File: config.mk
export PLATFORM = sky130hd
export DESIGN_NAME = prtim_timer
export DESIGN_NICKNAME = d
export VERILOG_FILES = /design/src/include/prtim_pkg.sv /design/src/rtl/prtim_prescaler.sv /design/src/rtl/prtim_timer.sv
export VERILOG_INCLUDE_DIRS = /design/src /design/src/include
export SDC_FILE = /design/constraint.sdc
export NUM_CORES = 1
export LEC_CHECK = 0
export CAP_MARGIN = 20
export CORE_MARGIN = 1
export CORE_UTILIZATION = 30
export DETAILED_ROUTE_END_ITERATION = 8
export DONT_BUFFER_PORTS = 1
export GPL_ROUTABILITY_DRIVEN = 0
export GPL_TIMING_DRIVEN = 1
export PLACE_DENSITY = 0.5
export SYNTH_ARGS = -nofsm -noshare
export SYNTH_HDL_FRONTEND = slang
export SYNTH_SLANG_ARGS = --single-unit
export TNS_END_PERCENT = 100
File: constraint.sdc
create_clock -name clock -period 2.9 [get_ports clock]
set_clock_uncertainty 0.2 [all_clocks]
set_input_delay 0.58 -clock clock [delete_from_list [all_inputs] [get_ports clock]]
set_output_delay 0.58 -clock clock [all_outputs]
set_load 0.005 [all_outputs]
File: src/include/prtim_cfg.svh
// constants of the prescaled interval timer
`ifndef PRTIM_CFG_SVH
`define PRTIM_CFG_SVH
`define PRTIM_COUNT_WIDTH 16
`define PRTIM_SCALE_WIDTH 8
`define PRTIM_INPUT_CLOCK_MHZ 10
`define PRTIM_CYCLE_NS 50
`define PRTIM_CYCLES_PER_INPUT_PERIOD 2
`define PRTIM_COUNT_RESET 16'h0000
`define PRTIM_SCALE_RESET 8'h00
`define PRTIM_PERIOD_RESET 16'h0000
`endif

File: src/include/prtim_pkg.sv
// types of the prescaled interval timer
package prtim_pkg;
   typedef logic [15:0] prtim_count_type;
   typedef logic [7:0] prtim_scale_type;
endpackage : prtim_pkg

File: src/rtl/prtim_prescaler.sv
// prescaler down-counter issuing one decrement strobe per interval
`timescale 1ns/1ps
`include "prtim_cfg.svh"
module prtim_prescaler (
   // clock and reset
   input wire logic clock,
   input wire logic resetn,
   // control
   input wire logic loadValue,
   input wire prtim_pkg::prtim_scale_type timer_prescale_value,
   // strobe
   output logic tickStrobe
);
   prtim_pkg::prtim_scale_type remaining;

   // reaching zero gives the strobe, so value n-1 spaces strobes n cycles apart
   always_ff @(posedge clock or negedge resetn) begin
      if (!resetn) begin
         remaining <= `PRTIM_SCALE_RESET;
      end else if (loadValue || remaining == 8'h00) begin
         remaining <= timer_prescale_value;
      end else begin
         remaining <= remaining - 8'h01;
      end
   end

   assign tickStrobe = !loadValue && remaining == 8'h00;
endmodule : prtim_prescaler

File: src/rtl/prtim_timer.sv
// prescaled interval timer of the processor core
// Summary of operation
// - A 16-bit running count is decremented by one each time the prescaled interval elapses.
// - An 8-bit prescale value holds n minus one, so zero decrements every cycle.
// - A tick that finds the count at zero raises the timer interrupt request toward the core.
// - On that tick the count reloads from a separate 16-bit period value.
// - Counting runs by itself alongside instruction execution.
// - The timer interrupt is a core interrupt source of its own.
// - A processor cycle lasts 50 ns with a 10 MHz input clock, two per input period.
// - The processor cycle is half the input clock period.
`timescale 1ns/1ps
`include "prtim_cfg.svh"
module prtim_timer (
   // processor cycle clock and reset
   input wire logic clock,
   input wire logic resetn,
   // writes from the core
   input wire logic countWrite,
   input wire prtim_pkg::prtim_count_type countWriteData,
   input wire logic scaleWrite,
   input wire prtim_pkg::prtim_scale_type scaleWriteData,
   input wire logic periodWrite,
   input wire prtim_pkg::prtim_count_type periodWriteData,
   // state toward the core
   output prtim_pkg::prtim_count_type timer_running_count,
   output prtim_pkg::prtim_scale_type timer_prescale_value,
   output prtim_pkg::prtim_count_type timer_reload_period,
   // own interrupt source, one-cycle pulse, held steady when scale and period are both zero
   output logic timerInterrupt
);
   // clock is the processor cycle: 20 MHz here, twice the input clock rate
   // doubling of the input clock rate happens upstream, so one clock reaches this block

   // timing at a glance, scale s and period p:
   // a scale write at edge e reloads the prescaler, first tick at edge e+s+1
   // ticks then follow every s+1 edges while scaleWriteData still holds s, as the prescaler reloads from it at zero
   // a tick that finds the count at zero reloads p and raises the interrupt
   // the interrupt stands for the one cycle after that edge
   // interrupts therefore recur every (p+1)*(s+1) cycles
   // a count write at the edge of a tick keeps the written value and drops the tick
   // limitation: a count write of zero raises no interrupt itself; the next tick finds zero and raises it

   // reloaded marks the cycle after a tick found zero
   typedef enum {
      phaseStepping,
      phaseReloaded
   } prtim_phase_type;

   // true when a count sits at its terminal value
   function automatic logic countIsZero(
      input prtim_pkg::prtim_count_type value
   );
      countIsZero = (value == 16'h0000);
   endfunction : countIsZero

   function automatic prtim_pkg::prtim_count_type countStepDown(
      input prtim_pkg::prtim_count_type value
   );
      countStepDown = value - 16'h0001;
   endfunction : countStepDown

   // value after a tick: reload from the period at zero, one lower otherwise
   function automatic prtim_pkg::prtim_count_type countAfterTick(
      input prtim_pkg::prtim_count_type value,
      input prtim_pkg::prtim_count_type period
   );
      if (countIsZero(value)) begin
         countAfterTick = period;
      end else begin
         countAfterTick = countStepDown(value);
      end
   endfunction : countAfterTick

   // a write from the core wins over a tick in the same cycle
   function automatic prtim_pkg::prtim_count_type countAfterEdge(
      input logic write,
      input prtim_pkg::prtim_count_type data,
      input logic tick,
      input prtim_pkg::prtim_count_type value,
      input prtim_pkg::prtim_count_type period
   );
      if (write) begin
         countAfterEdge = data;
      end else if (tick) begin
         countAfterEdge = countAfterTick(value, period);
      end else begin
         countAfterEdge = value;
      end
   endfunction : countAfterEdge

   // load on a write strobe, otherwise keep what is held
   function automatic prtim_pkg::prtim_scale_type scaleAfterWrite(
      input logic write,
      input prtim_pkg::prtim_scale_type data,
      input prtim_pkg::prtim_scale_type held
   );
      if (write) begin
         scaleAfterWrite = data;
      end else begin
         scaleAfterWrite = held;
      end
   endfunction : scaleAfterWrite

   function automatic prtim_pkg::prtim_count_type periodAfterWrite(
      input logic write,
      input prtim_pkg::prtim_count_type data,
      input prtim_pkg::prtim_count_type held
   );
      if (write) begin
         periodAfterWrite = data;
      end else begin
         periodAfterWrite = held;
      end
   endfunction : periodAfterWrite

   // strobe from the prescaler, one cycle wide per elapsed interval
   logic tickStrobe;
   // a tick that no write from the core overrides
   logic countTickTaken;
   // the taken tick finds the count at zero
   logic tickFindsZero;
   // values for the next edge
   prtim_pkg::prtim_scale_type next_scale;
   prtim_pkg::prtim_count_type next_period;
   prtim_pkg::prtim_count_type next_count;
   prtim_phase_type countPhase;
   prtim_phase_type next_phase;

   // scale and period hold until the core writes them
   always_comb begin
      next_scale = scaleAfterWrite(scaleWrite, scaleWriteData, timer_prescale_value);
   end

   always_ff @(posedge clock or negedge resetn) begin
      if (!resetn) begin
         timer_prescale_value <= `PRTIM_SCALE_RESET;
      end else begin
         timer_prescale_value <= next_scale;
      end
   end

   // a new period is used from the next reload on
   always_comb begin
      next_period = periodAfterWrite(periodWrite, periodWriteData, timer_reload_period);
   end

   always_ff @(posedge clock or negedge resetn) begin
      if (!resetn) begin
         timer_reload_period <= `PRTIM_PERIOD_RESET;
      end else begin
         timer_reload_period <= next_period;
      end
   end

   // a new scale restarts the interval so the change takes effect at once
   prtim_prescaler prescaler (
      .clock(clock),
      .resetn(resetn),
      .loadValue(scaleWrite),
      .timer_prescale_value(scaleWriteData),
      .tickStrobe(tickStrobe)
   );

   // the tick is lost when the core writes the count in the same cycle
   always_comb begin
      countTickTaken = tickStrobe && !countWrite;
      tickFindsZero = countTickTaken && countIsZero(timer_running_count);
   end

   // free running, needs no instruction per step
   always_comb begin
      next_count = countAfterEdge(countWrite, countWriteData, countTickTaken,
         timer_running_count, timer_reload_period);
   end

   always_ff @(posedge clock or negedge resetn) begin
      if (!resetn) begin
         timer_running_count <= `PRTIM_COUNT_RESET;
      end else begin
         timer_running_count <= next_count;
      end
   end

   // phase follows the tick: one cycle in reloaded per zero found
   always_comb begin
      case (countPhase)
         phaseStepping: begin
            if (tickFindsZero) begin
               next_phase = phaseReloaded;
            end else begin
               next_phase = phaseStepping;
            end
         end
         phaseReloaded: begin
            if (tickFindsZero) begin
               next_phase = phaseReloaded;
            end else begin
               next_phase = phaseStepping;
            end
         end
         default: begin
            next_phase = phaseStepping;
         end
      endcase
   end

   // reset leaves the phase stepping, so no pulse comes before a tick
   always_ff @(posedge clock or negedge resetn) begin
      if (!resetn) begin
         countPhase <= phaseStepping;
      end else begin
         countPhase <= next_phase;
      end
   end

   // own source line toward the core, apart from serial and software sources
   assign timerInterrupt = (countPhase == phaseReloaded);
endmodule : prtim_timer

==> summary.md <==
| Metric | Value |
|---|---|
| Run status | finished, final reports clean |
| Ys async rst share | 100% |
| Clock buffer depth | 2 |
| Post-synthesis sequential area ratio | 45.5% |
| Worst vdd ir | 0.220 mV |
| Mapped Cells | 268 |
| Crit path time final | 2500 ps |
| Boundary Pins | 86 |
| Synth cell types | 51 |
| Tot Pwr | 1.50 mW |
| Mean Syn Cell Area | 10.1 µm² |
| Number of synthesized flops with an enable pin | 0 |
| Layout Nets | 315 |
| Die H | 96.8 µm |
| H-tree levels | 2 |
| Die width | 96.8 µm |
| Clk_lat worst skew | 310 ps |
| Via/cell ratio | 5.44 |
| CP Class | reg -> reg |
| Post-CTS setup buffer count | 0 |
| Worst Path Required | 2900 ps |
| Post-CTS Resized | 0 |
| Worst Tran Pin Value | 522 ps |
| PnR worst setup slack | 403 ps |
| DR iter-0 viols | 86 |
| PwrDens | 514 nW/µm² |
| Grt total ovfl | 0 |
| WL final | 7000 µm |
| Vias in the first global route | 2168 |
| Yosys warns | 0 |
| Area leader, netlist | dfrtp_1 |
| CP max FO | 11 |
| FILL cells | 882 |
| Pre-antenna DRT Iters | 4 |
| Clock transition at path regs | 100 ps |
| Critical path arrival | 2500 ps |
| Relative slew slack | 65.1% |
| DIE AREA | 9380 µm² |
| Final setup fails | 0 |
| Max cap viols | 0 |
| Worst Hold Class | in -> reg |
| Synth top area share | 45.5% |
| Wirelength per Cell | 18.6 µm |
| Fin Setup TNS | 0 ps |
| # rows | 34 |
| Remaining DRCs | 0 |
| Starting Density | 30.9% |
| Register bit total from synthesis | 49 |
| Syn Nets | 317 |
| GRT Resource Usage Total | 15.4% |
| Port bufs | 0 |
| Top cells by area, synth | dfrtp_1 45%, mux2_2 10%, nand2_1 3.3%, a21oi_1 3.2%, o21ai_0 3.2% |
| CTS tree | built |
| Leakage | 1.19 nW |
| P&R area growth vs syn | 7.93% |
| Hold WS | 153 ps |
| Unrepaired setup endpoints after global routing | false |
| Setup crit end kind | register |
| CTS Buf Count | 5 |
| Fmax | 401 MHz |
| Core Area | 8720 µm² |
| Initial antenna violation count | 1 |
| Final hold vios | 0 |
| Via count | 2044 |
| Most common cell in the synthesized netlist | dfrtp_1 |
| Largest net degree at the start of global routing | 50 |
| First-pass GRT wire length | 11500 µm |
| Routed Antenna Nets | 0 |
| CTS sink count | 49 |
| Slew Limit Fails | 0 |
| Layout cells sized above 1 | 18.7% |
| Clock Root Buffer | clkbuf_8 |
| Post-Syn Area | 2700 µm² |
| Worst setup SP type | register |
| Most frequent cells after synthesis | 49 x dfrtp_1, 24 x mux2_2, 24 x nand2_1, 19 x nor2_1 |
| Hold-fix buffers, CTS | 2 |
| Post-detail-place hpwl | 4970 µm |
| Top FF cell, synth | dfrtp_1 |
| Fin crit share | 86.1% |
| Worst slack, placed | 419 ps |
[power by group]
group          internal (mW)  switching [mW]  total, mW  leakage, nW
sequential             0.752          0.0918      0.844        0.582
clock                  0.171           0.253      0.424       0.0374
combinational          0.115           0.114      0.229        0.566
total                   1.04           0.459       1.50         1.19
[area by class of cell]
| class | count | area [µm²] | area share (%) |
|---|---|---|---|
| clock inverter | 2 | 15.0 | 0.516 |
| sequential | 49 | 1230 | 42.1 |
| tap | 108 | 135 | 4.64 |
| timing repair buffer | 6 | 80.1 | 2.75 |
| clock buffer | 6 | 72.6 | 2.49 |
| inverter | 9 | 33.8 | 1.16 |
| antenna | 1 | 2.50 | 0.0859 |
| multi-input combinational | 195 | 1350 | 46.2 |
[cell usage in the layout, fill, tap and decap left out, types with 2 or more instances in the layout]
| master | n |
|---|---|
| and3_1 | 2 |
| or3_1 | 2 |
| xor2_1 | 9 |
| nor3_1 | 2 |
| ha_1 | 4 |
| clkbuf_8 | 5 |
| nor2b_1 | 3 |
| xnor2_1 | 2 |
| clkinvlp_4 | 2 |
| nand3_1 | 6 |
| nor3b_1 | 9 |
| o31ai_2 | 2 |
| buf_4 | 3 |
| o31ai_1 | 2 |
| dfrtp_1 | 49 |
| a31oi_1 | 4 |
| o31a_1 | 2 |
| o21ai_0 | 17 |
| a21oi_1 | 17 |
| or2_2 | 4 |
| o21ai_1 | 5 |
| mux2i_1 | 4 |
| nor2_1 | 19 |
| nand2_1 | 24 |
| nand4_1 | 3 |
| nor4_1 | 6 |
| inv_1 | 9 |
| mux2_2 | 24 |
| o21a_1 | 2 |
[final timing paths]
| kind | from | to | depth (start not counted) | slack (ps) |
|---|---|---|---|---|
| max reg2reg | timer_running_count[3] | timer_running_count[0] | 5 | 400 |
| min reg2reg | timer_prescale_value[7] | timer_prescale_value[7] | 1 | 350 |
| max | timer_running_count[3] | timer_running_count[0] | 5 | 400 |
| max in group asynchronous | resetn | timer_prescale_value[6] | 2 | 1680 |
| min in group asynchronous | resetn | timer_running_count[7] | 2 | 590 |
| min | countWrite | timer_running_count[4] | 1 | 150 |
[sequential cells by signal (all words and copies together) (netlist names)]
signal	count
countPhase	1
prescaler.remaining	8
timer_reload_period	16
timer_prescale_value	8
timer_running_count	16
[metal layers]
layer / up-vias / share of wire, % / GRT usage (%)
li1: 961 / - / -
met1: 991 / 43 / 19.2
met2: 86 / 47 / 25.7
met3: 6 / 9.0 / 5.13
met4: 0 / 0.80 / 3.33
met5: - / 0 / 0
[critical path, cell delays in order (launching register included)]
cell	delay (ps)
dfrtp_1	450
or4_4	620
nor4b_4	460
nand2_2	310
o2111ai_2	240
nand3_1	90
[stage by stage]
stage                     area (µm²)  cells  utilization (%)
final                           2910    376             33.4
after global routing            2910    375             33.4
after CTS                       2910    375             33.4
after detailed placement        2780    365             31.9
after global placement          2780    365             31.9
after floorplan                 2700    268                -
[logic make-up (layout without fill, tap and decap cells)]
kind of cell / after synthesis / after routing / share of synthesized area (%)
xor gates and xnor gates: 11 / 11 / 3.57
muxes: 28 / 28 / 11.5
AOI/OAI and AO/OA: 61 / 61 / 14.5
DFF: 49 / 49 / 45.5
buffers and inverters: 24 / 23 / 4.64
and+or+nand+nor: 91 / 91 / 18.5
adders and majority gates: 4 / 4 / 1.86
other: 0 / 1 / 0
No activity file was read; power rests on OpenSTA's default activity.
